$ cat src/asapr_unused_placeholder_none.sv
/*
  Intentionally empty compilation unit.
  Assumes nothing.
*/
$ cat src/include/asapr_pkg.sv
/*
  Shared constants and carrier types of the alert status and pin routing
  block: register indices, reset values, field positions and the structs
  that carry bus, trip and state signals.
  Assumes the design files import this package whole.
*/
package asapr_pkg;

  // Word indices; the byte address is four times the index.
  localparam logic [9:0] ASAPR_IDX_STATUS = 10'h026;
  localparam logic [9:0] ASAPR_IDX_ROUTE = 10'h027;
  localparam logic [9:0] ASAPR_IDX_ENABLE = 10'h028;
  localparam logic [9:0] ASAPR_IDX_PINFN = 10'h029;
  localparam logic [9:0] ASAPR_IDX_IRQ_STS = 10'h02A;
  localparam logic [9:0] ASAPR_IDX_IRQ_MASK = 10'h02B;

  // Values after reset.
  localparam logic [23:0] ASAPR_ROUTE_RST = 24'h000000;
  localparam logic [23:0] ASAPR_ENABLE_RST = 24'h000000;
  localparam logic ASAPR_PINFN_RST = 1'h0;
  localparam logic [1:0] ASAPR_IRQ_RST = 2'h0;
  localparam logic [2:0] ASAPR_SYNC_RST = 3'h0;
  localparam logic [31:0] ASAPR_RDATA_RST = 32'h00000000;

  // Field positions and masks.
  localparam int unsigned ASAPR_NFLAG = 22;
  localparam int unsigned ASAPR_FLAG_LSB = 2;
  localparam int unsigned ASAPR_EXTRA_BIT = 1;
  localparam logic [23:0] ASAPR_ROUTE_WMASK = 24'hFFFFFE;
  localparam logic [23:0] ASAPR_ENABLE_WMASK = 24'hFFFFF0;
  localparam logic [21:0] ASAPR_ALWAYS_EN = 22'h000003;
  localparam int unsigned ASAPR_IRQ_NEWFLAG = 0;
  localparam int unsigned ASAPR_IRQ_PINRISE = 1;

  // Flag layout, bits 23 to 2; index 3 of each nibble is channel one.
  typedef struct packed {
    logic [3:0] oc;
    logic [3:0] uc;
    logic [3:0] ov;
    logic [3:0] uv;
    logic [3:0] op;
    logic acc_full;
    logic cnt_full;
  } asapr_flags_s;

  // Raw trip conditions from the measurement logic.
  typedef struct packed {
    logic [3:0] oc;
    logic [3:0] uc;
    logic [3:0] ov;
    logic [3:0] uv;
    logic [3:0] op;
    logic [3:0] acc_chan_full;
    logic cnt_full;
  } asapr_trip_s;

  typedef struct packed {
    logic psel;
    logic penable;
    logic pwrite;
    logic [11:0] paddr;
    logic [31:0] pwdata;
  } asapr_apb_req_s;

  typedef struct packed {
    logic pready;
    logic [31:0] prdata;
    logic pslverr;
  } asapr_apb_rsp_s;

  typedef struct packed {
    logic flag;
    logic pending;
  } asapr_cell_s;

  typedef struct packed {
    logic [23:0] route;
    logic [23:0] enable;
    logic alert_mode;
    logic [1:0] irq_sts;
    logic [1:0] irq_mask;
    logic [2:0] sync;
    logic slow_lvl;
    logic pin_alert;
    logic [31:0] prdata;
    logic pslverr;
  } asapr_top_s;

endpackage

$ cat src/asapr_flag_cell.sv
/*
  One read-clear alert flag with its clear-pending mark.
  Assumes conv_done and rd_clear are one-cycle pulses on clk_sys.
*/
module asapr_flag_cell
(
  // Clock and reset.
  input logic clk_sys,
  input logic resetn,
  // Events.
  input logic conv_done,
  input logic cond,
  input logic rd_clear,
  // Flag.
  output logic flag
);
  import asapr_pkg::*;

  asapr_cell_s st_ff;
  asapr_cell_s nxt_st;

  always_comb
  begin
    nxt_st = st_ff;
    if (conv_done)
    begin
      if (st_ff.pending)
      begin
        nxt_st.flag = cond;
        nxt_st.pending = 1'b0;
      end
      else if (cond)
      begin
        nxt_st.flag = 1'b1;
      end
    end
    if (rd_clear)
    begin
      nxt_st.pending = 1'b1;
    end
  end

  always_ff @(posedge clk_sys or negedge resetn)
  begin
    if (!resetn)
    begin
      st_ff <= '{flag: 1'b0, pending: 1'b0};
    end
    else
    begin
      st_ff <= nxt_st;
    end
  end

  assign flag = st_ff.flag;

endmodule

$ cat src/asapr_top.sv
/*
  Alert status and shared pin routing of a four-channel power monitor,
  with an APB register slave and one level interrupt.
  Assumes conv_done is a one-cycle pulse and the trip conditions are
  levels, both from logic on clk_sys; the shared pin arrives unsynced.
*/
// Local design decision: register access over APB.
// Function
// - Status register shows each alert source's flag.
// - Flag clears after read plus next conversion.
// - Still-present condition keeps flag set after read.
// - Flags visible without any snapshot refresh.
// - Alert types disabled after reset, enable bits; bits 3..2 always enabled.
// - Bits 23..20 overcurrent, channels one to four.
// - Bits 19..16 undercurrent, channels one to four.
// - Bits 15..12 overvoltage, channels one to four.
// - Bits 11..8 undervoltage, channels one to four.
// - Bits 7..4 overpower; bits 1..0 zero.
// - Bit 3 any accumulator full or overflow.
// - Bit 2 sample counter full or overflow.
// - Writable routing register selects pin sources.
// - Routing drives pin only in alert mode.
// - Routing bits mirror status; bit 1 extra.
module asapr_top
(
  // Clock and reset.
  input logic clk_sys,
  input logic resetn,
  // APB slave.
  input asapr_pkg::asapr_apb_req_s apb_req,
  output asapr_pkg::asapr_apb_rsp_s apb_rsp,
  // Measurement side.
  input logic conv_done,
  input asapr_pkg::asapr_trip_s trip,
  input logic extra_alert_src,
  // Shared slow/alert pin.
  input logic shared_slow_alert_pin_in,
  output logic shared_slow_alert_pin_out,
  output logic shared_slow_alert_pin_oe,
  output logic slow_request,
  // Interrupt.
  output logic irq
);
  import asapr_pkg::*;

  asapr_top_s st_ff;
  asapr_top_s nxt_st;
  asapr_flags_s cond_vec;
  asapr_flags_s flags;
  logic [21:0] cond_bits;
  logic [21:0] flag_bits;
  logic [21:0] en_eff;
  logic [21:0] rd_clear;
  logic [23:0] status_word;
  logic [9:0] widx;
  logic setup_ph;
  logic access_ph;
  logic wr_acc;
  logic rd_acc;
  logic hit_status;
  logic hit_route;
  logic hit_enable;
  logic hit_pinfn;
  logic hit_irq_sts;
  logic hit_irq_mask;
  logic hit_any;
  logic evt_newflag;
  logic evt_pinrise;
  logic routed_alert;

  // Bus phase decode and word address.
  assign widx = apb_req.paddr[11:2];
  assign setup_ph = apb_req.psel && !apb_req.penable;
  assign access_ph = apb_req.psel && apb_req.penable;
  assign wr_acc = access_ph && apb_req.pwrite;
  assign rd_acc = access_ph && !apb_req.pwrite;

  assign hit_status = (widx == ASAPR_IDX_STATUS);
  assign hit_route = (widx == ASAPR_IDX_ROUTE);
  assign hit_enable = (widx == ASAPR_IDX_ENABLE);
  assign hit_pinfn = (widx == ASAPR_IDX_PINFN);
  assign hit_irq_sts = (widx == ASAPR_IDX_IRQ_STS);
  assign hit_irq_mask = (widx == ASAPR_IDX_IRQ_MASK);
  assign hit_any = hit_status || hit_route || hit_enable ||
                   hit_pinfn || hit_irq_sts || hit_irq_mask;

  // Accumulator and sample counter flags have no enable bit and are always armed.
  assign en_eff = st_ff.enable[23:2] | ASAPR_ALWAYS_EN;

  // Trip conditions mapped onto the status layout, gated by enables.
  always_comb
  begin
    cond_vec.oc = trip.oc;
    cond_vec.uc = trip.uc;
    cond_vec.ov = trip.ov;
    cond_vec.uv = trip.uv;
    cond_vec.op = trip.op;
    cond_vec.acc_full = |trip.acc_chan_full;
    cond_vec.cnt_full = trip.cnt_full;
  end

  assign cond_bits = cond_vec & en_eff;

  // Read-clear arms only the flags that were captured for the reader.
  assign rd_clear = (rd_acc && hit_status) ? st_ff.prdata[23:2] : '0;

  genvar gi;
  generate
    for (gi = 0; gi < ASAPR_NFLAG; gi = gi + 1)
    begin : g_flag
      asapr_flag_cell u_cell
      (
        .clk_sys(clk_sys),
        .resetn(resetn),
        .conv_done(conv_done),
        .cond(cond_bits[gi]),
        .rd_clear(rd_clear[gi]),
        .flag(flag_bits[gi])
      );
    end
  endgenerate

  assign flags = flag_bits;

  // Flags read straight from the live cells.
  assign status_word = {flag_bits, 2'h0};

  // Pin alert level from routed and enabled flags.
  assign routed_alert = |(flag_bits & en_eff & st_ff.route[23:2]) ||
                        (st_ff.route[ASAPR_EXTRA_BIT] &&
                         extra_alert_src);

  assign evt_newflag = conv_done && |(cond_bits & ~flag_bits);
  assign evt_pinrise = nxt_st.pin_alert && !st_ff.pin_alert;

  always_comb
  begin
    nxt_st = st_ff;

    // Setup phase captures read data and the error answer.
    if (setup_ph)
    begin
      nxt_st.pslverr = !hit_any;
      nxt_st.prdata = ASAPR_RDATA_RST;
      if (hit_status)
      begin
        nxt_st.prdata = {8'h00, status_word};
      end
      if (hit_route)
      begin
        nxt_st.prdata = {8'h00, st_ff.route};
      end
      if (hit_enable)
      begin
        nxt_st.prdata = {8'h00, st_ff.enable};
      end
      if (hit_pinfn)
      begin
        nxt_st.prdata = {31'h00000000, st_ff.alert_mode};
      end
      if (hit_irq_sts)
      begin
        nxt_st.prdata = {30'h00000000, st_ff.irq_sts};
      end
      if (hit_irq_mask)
      begin
        nxt_st.prdata = {30'h00000000, st_ff.irq_mask};
      end
    end

    // Access phase writes; the status register ignores writes.
    if (wr_acc && hit_route)
    begin
      nxt_st.route = apb_req.pwdata[23:0] & ASAPR_ROUTE_WMASK;
    end
    if (wr_acc && hit_enable)
    begin
      nxt_st.enable = apb_req.pwdata[23:0] & ASAPR_ENABLE_WMASK;
    end
    if (wr_acc && hit_pinfn)
    begin
      nxt_st.alert_mode = apb_req.pwdata[0];
    end
    if (wr_acc && hit_irq_mask)
    begin
      nxt_st.irq_mask = apb_req.pwdata[1:0];
    end

    // Pin drive follows routing only in alert mode.
    nxt_st.pin_alert = st_ff.alert_mode && routed_alert;

    // Sticky interrupt status: write one clears, a new event wins.
    nxt_st.irq_sts = st_ff.irq_sts;
    if (wr_acc && hit_irq_sts)
    begin
      nxt_st.irq_sts = st_ff.irq_sts & ~apb_req.pwdata[1:0];
    end
    if (evt_newflag)
    begin
      nxt_st.irq_sts[ASAPR_IRQ_NEWFLAG] = 1'b1;
    end
    if (evt_pinrise)
    begin
      nxt_st.irq_sts[ASAPR_IRQ_PINRISE] = 1'b1;
    end

    // Slow input: three stages, a change counts when two agree.
    nxt_st.sync = {st_ff.sync[1:0], shared_slow_alert_pin_in};
    if (st_ff.sync[1] == st_ff.sync[2])
    begin
      nxt_st.slow_lvl = st_ff.sync[2];
    end
  end

  always_ff @(posedge clk_sys or negedge resetn)
  begin
    if (!resetn)
    begin
      st_ff <= '{
        route: ASAPR_ROUTE_RST,
        enable: ASAPR_ENABLE_RST,
        alert_mode: ASAPR_PINFN_RST,
        irq_sts: ASAPR_IRQ_RST,
        irq_mask: ASAPR_IRQ_RST,
        sync: ASAPR_SYNC_RST,
        slow_lvl: 1'b0,
        pin_alert: 1'b0,
        prdata: ASAPR_RDATA_RST,
        pslverr: 1'b0
      };
    end
    else
    begin
      st_ff <= nxt_st;
    end
  end

  // Bus answer: zero wait states, data and error from flops.
  assign apb_rsp.pready = 1'b1;
  assign apb_rsp.prdata = st_ff.prdata;
  assign apb_rsp.pslverr = st_ff.pslverr && access_ph;

  // Pin drive, active high while in alert mode.
  assign shared_slow_alert_pin_out = st_ff.pin_alert;
  assign shared_slow_alert_pin_oe = st_ff.alert_mode;
  assign slow_request = st_ff.slow_lvl && !st_ff.alert_mode;

  assign irq = |(st_ff.irq_sts & st_ff.irq_mask);

endmodule

$ cat config.mk
export PLATFORM = sky130hd
export DESIGN_NAME = asapr_top
export DESIGN_NICKNAME = d
export VERILOG_FILES = /design/src/asapr_unused_placeholder_none.sv /design/src/include/asapr_pkg.sv /design/src/asapr_flag_cell.sv /design/src/asapr_top.sv
export SDC_FILE = /design/constraint.sdc
export NUM_CORES = 1
export LEC_CHECK = 0
export BUFFER_PORTS_ARGS = -buffer_cell sky130_fd_sc_hd__buf_2
export CAP_MARGIN = 20
export CORE_UTILIZATION = 35
export CTS_BUF_LIST = sky130_fd_sc_hd__clkbuf_8
export DETAILED_ROUTE_END_ITERATION = 16
export PLACE_DENSITY_LB_ADDON = 0.08
export SLEW_MARGIN = 30
export SYNTH_ARGS = -nofsm -noshare
export SYNTH_HDL_FRONTEND = slang
export SYNTH_SLANG_ARGS = --single-unit
export TNS_END_PERCENT = 1
$ cat constraint.sdc
create_clock -name clk_sys -period 1.3 [get_ports clk_sys]
set_input_delay 0.26 -clock clk_sys [delete_from_list [all_inputs] [get_ports clk_sys]]
set_output_delay 0.26 -clock clk_sys [all_outputs]
set_load 0.03 [all_outputs]
### Word level (Yosys, flattened, before mapping)

Index checks and enable logic that the tools add are counted.
W data, S select, Z words.

* register bits: 130
* bits of input ports: 77
* output and inout bits: 38
* word-level logic and storage cells: 267

* equal/unequal tests: 7
* multiplexer cells: 98
* bitwise gates (word level): 8
* reduce and logical (&&, ||, !) cells: 99

Operator list (count)
* $mux W32: 4
* $reduce_bool A2 Y1: 46
* $mux W1: 90
* $and A22 B22 Y22: 4
* $eq A10 B6 Y1 const B: 6
* $mux W24: 2
* $reduce_and A2 Y1: 22
* $reduce_or A22 Y1: 2
* $mux W22: 1
* $not A22 Y22: 1
* $logic_and A1 B1 Y1: 16
* $logic_or A1 B1 Y1: 6
* $logic_not A1 Y1: 5
* $and A2 B2 Y2: 2
* $reduce_or A4 Y1: 1
* $mux W2: 1
* $not A2 Y2: 1
* $reduce_or A2 Y1: 1
* $eq A1 B1 Y1: 1

### Longest topological paths before layout

* depth in word-level cells: 7
* mapped depth: 7

### Modules after synthesis

From an unflattened synthesis, not the netlist that was laid out.

* cell total of the unflattened synthesis: 558
* area total of the unflattened synthesis: 5875.6 um2

Modules (own cells, without submodules)
* asapr_top: times used 1, cells an instance 426, area an instance 4251.6 um2, seq. area each 1951.9 um2
* asapr_flag_cell: times used 22, cells an instance 6, area an instance 73.8 um2, seq. area each 50.0 um2

### Worst setup path after synthesis

Ideal clock, no wire load.

* path type: input to register
* start: input port apb_req[38] (netlist name)
* end: register st_ff[71] (netlist name)
* setup time: 0.125 ns
* data arrival time: 1.598 ns
* data required time: 1.175 ns
* path slack: -0.423 ns
* stages on the path: 7
* path buffers: 3
* cells stage by stage: nor4b_4 -> and2_1 -> buf_6 -> and4_1 -> buf_2 -> buf_6 -> mux2_2

* longest elaborated chain between the ends: 2

Ends and longest elaborated chain
* start, declared: line asapr_top.sv:30 `input asapr_pkg::asapr_apb_req_s apb_req,`
* $eq A10 B6 Y1: line asapr_top.sv:79 `assign hit_route = (widx == ASAPR_IDX_ROUTE);`
* $logic_and A1 B1 Y1: line asapr_top.sv:172 `if (wr_acc && hit_route)`
* end signal, assigned: line asapr_top.sv:219 `st_ff <= '{`
* end signal, assigned: line asapr_top.sv:234 `st_ff <= nxt_st;`
* end, declared: line asapr_top.sv:46 `asapr_top_s st_ff;`

No other way between the ends.
A chain may end at the register's enable or synchronous reset.

==> PnR_summary.wiki <==
{| class="wikitable"
! Metric !! Value
|-
| Number of CTS-inserted buffers || 17
|-
| DIE AREA || 17,300 sq um
|-
| Clk_skew || 9.27 ps
|-
| Post-route minimum period || 1720 ps
|-
| Clock Tree Root || sky130_fd_sc_hd__clkbuf_8
|-
| Layout cells sized above 1 || 0.401
|-
| Final Cell Area || 8050 sq um
|-
| Aggregate routed wire length || 18,400 microns
|-
| Path depth of the worst reg2reg path || 6
|-
| Final design utilization || 0.489
|-
| Launching element type of the critical path || flip-flop
|-
| Placement Setup Slack || -727 ps
|-
| Fillers || 1,581
|-
| RSZ-0062 raised after global routing || true
|-
| Post-Syn Area || 5880 sq um
|-
| Drt pass-1 iters || 5
|-
| CTS tree || done
|-
| Vias per Instance || 5.03
|-
| Sum of overflow across all layers after global routing || 0
|-
| EDFF count, synth || 0
|-
| Placed wire-length estimate || 13,200 microns
|-
| Highest clock rate || 580 MHz
|-
| Count of state elements after synthesis || 122
|-
| Footprint of the flip-flops and latches || 3060 sq um
|-
| Power, Total || 8.26 mW
|-
| Worst Slack Setup Final || -423 ps
|-
| Mean instance size in the synthesized netlist || 10.2 sq um
|-
| Critical path start-end classification || reg -> reg
|-
| Seq/Total Area, Yosys || 0.519
|-
| VDD IR max || 651 uV
|-
| Vertical extent of the die || 132 microns
|-
| Class of the tightest hold or removal check || in -> reg
|-
| Hold path depth || 2
|-
| Final count of negative-setup-slack endpoints || 11
|-
| Min-Delay Endpoint || st_ff[69]
|-
| Hold Startpoint || apb_req[2]
|-
| Average detailed-routed wire length per instance || 18.8 microns
|-
| Max-slew violations || 0
|-
| Largest fanout of any net on the critical path || 2
|-
| Max Root-Sink Buffers || 2
|-
| # Max-Cap Violations || 0
|-
| Required @ worst endpoint || 1630 ps
|-
| CTS H-tree lvls || 4
|-
| Primary flip-flop cell chosen by synthesis mapping || sky130_fd_sc_hd__dfrtp_1
|-
| Synthesized instance count || 575
|-
| Count of vias placed by the detailed router || 4,924
|-
| DRT iter0 DRCs || 326
|-
| LEAKAGE || 3.92 nW
|-
| Boundary pin count || 115
|-
| Final #Nets || 823
|-
| Antenna diodes || 0
|-
| Number of hold violations in the final report || 0
|-
| Number of nets with antenna violations after detailed routing || 0
|-
| Endpoint type of the worst setup path || flip-flop
|-
| Area of the core || 16,500 sq um
|-
| Global-route wire length before repair || 29,100 microns
|-
| Largest net degree at the start of global routing || 38
|-
| Via count of the first global-routing pass || 5,091
|-
| Worst reg2reg path endpoint || shared_slow_alert_pin_out
|-
| Antenna violations before repair || 0
|-
| Distinct cells, synth || 50
|-
| Synth async-reset ratio || 1.00
|-
| Status || finished, violations left
|-
| Most common cell after layout, fill and taps aside || sky130_fd_sc_hd__dfrtp_1
|-
| Number of clock sinks || 122
|-
| Worst EP arrival || 2050 ps
|-
| Std-Cell Rows || 47
|-
| Area of placed instances || 7330 sq um
|-
| Skew-Pair Late Insertion Delay || 440 ps
|-
| Total routing usage reported by global routing || 0.224
|-
| Die X-Extent || 132 microns
|-
| Area added between synthesis and finish || 37.0%
|-
| Initial Utilization || 0.357
|-
| Clk slew on worst S/H paths || 70 ps
|-
| Worst setup path start || g_flag[10].u_cell.flag
|-
| Final weighted congestion of routability-driven global placement || 0.802
|-
| PortBufs || 95
|-
| Start of the worst register-to-register path || g_flag[10].u_cell.flag
|-
| Multi-input gate area || 2540 sq um
|-
| Top library cells by usage in the layout, fill and taps aside || sky130_fd_sc_hd__dfrtp_1 (120), sky130_fd_sc_hd__buf_4 (98), sky130_fd_sc_hd__nand2_1 (95)
|-
| Reg-to-reg slack, setup || -420 ps
|-
| Power density of the placed cells || 1020 nW/um^2
|-
| Final clock period utilization by the worst path || 1.33
|-
| Remaining design rule violation count || 0
|-
| Failing checks || negative setup slack
|-
| Synthesis Warnings || 0
|-
| Post-CTS Setup Repair Bufs || 0
|}
[sequential cells by signal, summed over array words and instances, names as in the netlist]
register,flops
nxt_st,2
en_eff,20
g_flag.u_cell.st_ff,22
st_ff,30
apb_rsp,24
shared_slow_alert_pin_out,1
shared_slow_alert_pin_oe,1
g_flag.u_cell.flag,22
[per-stage QoR]
stage / hold slack [ps] / instances / setup TNS, ps
final: 50.5 / 979 / -1590
after global routing: 29.8 / 979 / -3120
after CTS: 24.4 / 979 / -1790
after detailed placement: 134 / 945 / -50250
after global placement: 132 / 945 / -46300
after floorplan: -35.6 / 582 / -21230
[cell families (layout without fill, tap and decap cells)]
kind of cell	count (synthesis)	count (layout)	synth area share
and+or+nand+nor	162	162	0.127
DFF	122	122	0.519
buffers and inverters	82	259	0.0830
adders and majority gates	1	1	0.00170
other	2	9	0.00128
AOI/OAI and AO/OA	157	157	0.161
muxes	49	49	0.106
[repair_timing]
action	4_1_cts	5_1_grt
setup endpoints to repair	76	95
gates resized for setup	67	11
hold buffers	2	0
hold endpoints to repair	123	0
pin swaps	10	6
[final cells by class]
type,count,share of cell area
Clock buffer,20,0.0342
Inverter,20,0.00932
Multi-Input combinational cell,378,0.316
Clock inverter,12,0.0193
Sequential cell,122,0.379
Timing Repair Buffer,207,0.208
Tap cell,220,0.0342
[worst max-delay path, cell delays in order (launching register included)]
cell	delay, ps
sky130_fd_sc_hd__dfrtp_1	400
sky130_fd_sc_hd__nand3_2	110
sky130_fd_sc_hd__nand2_2	80
sky130_fd_sc_hd__a311oi_4	330
sky130_fd_sc_hd__buf_4	160
sky130_fd_sc_hd__nand4_1	190
sky130_fd_sc_hd__o31a_1	350
[synthesized netlist by cell type (2+ instances only)]
library cell	number	area, sq um
sky130_fd_sc_hd__a22o_1	9	78.8
sky130_fd_sc_hd__inv_1	20	75.1
sky130_fd_sc_hd__nand3_1	10	50.1
sky130_fd_sc_hd__and3_1	8	50.1
sky130_fd_sc_hd__o21ai_0	53	265
sky130_fd_sc_hd__nor2_1	23	86.3
sky130_fd_sc_hd__and3_2	2	15.0
sky130_fd_sc_hd__and2_1	2	12.5
sky130_fd_sc_hd__o22ai_1	10	62.6
sky130_fd_sc_hd__nor2b_1	4	25.0
sky130_fd_sc_hd__clkbuf_1	14	52.6
sky130_fd_sc_hd__o31ai_1	18	135
sky130_fd_sc_hd__nand2_1	96	360
sky130_fd_sc_hd__mux2_4	20	300
sky130_fd_sc_hd__mux2i_1	2	20.0
sky130_fd_sc_hd__nor4_1	4	25.0
sky130_fd_sc_hd__conb_1	2	7.51
sky130_fd_sc_hd__buf_6	6	67.6
sky130_fd_sc_hd__a31oi_1	8	50.1
sky130_fd_sc_hd__buf_4	34	255
sky130_fd_sc_hd__o21a_1	2	15.0
sky130_fd_sc_hd__a21oi_1	41	205
sky130_fd_sc_hd__buf_2	6	30.0
sky130_fd_sc_hd__mux2_2	27	304
sky130_fd_sc_hd__nand4_1	3	18.8
sky130_fd_sc_hd__o41ai_1	3	26.3
sky130_fd_sc_hd__buf_1	2	7.51
sky130_fd_sc_hd__o21ai_1	2	10.0
sky130_fd_sc_hd__dfrtp_1	122	3050
sky130_fd_sc_hd__nand2b_1	2	12.5
[worst max-delay path by stage]
stage / endpoint / slack [ps] / cells past startpoint
6_report: shared_slow_alert_pin_out / -420 / 6
5_1_grt: shared_slow_alert_pin_out / -460 / 6
4_1_cts: shared_slow_alert_pin_out / -440 / 5
3_5_place_dp: st_ff[70] / -730 / 6
3_3_place_gp: shared_slow_alert_pin_out / -680 / 6
2_1_floorplan: st_ff[71] / -380 / 7
[power breakdown]
part | total, mW | switching [mW] | internal, mW
combinational | 0.687 | 0.404 | 0.283
clock | 3.71 | 1.51 | 2.20
sequential | 3.86 | 0.0279 | 3.83
total | 8.26 | 1.94 | 6.32
[metal layers]
layer,wire (microns),global-route usage,part of all wire
met5,0,0,0
met4,357,0.0891,0.019
met3,784,0.0451,0.043
met2,8490,0.346,0.46
met1,8730,0.308,0.48
Note: power is estimated with default switching activity, not from simulation.
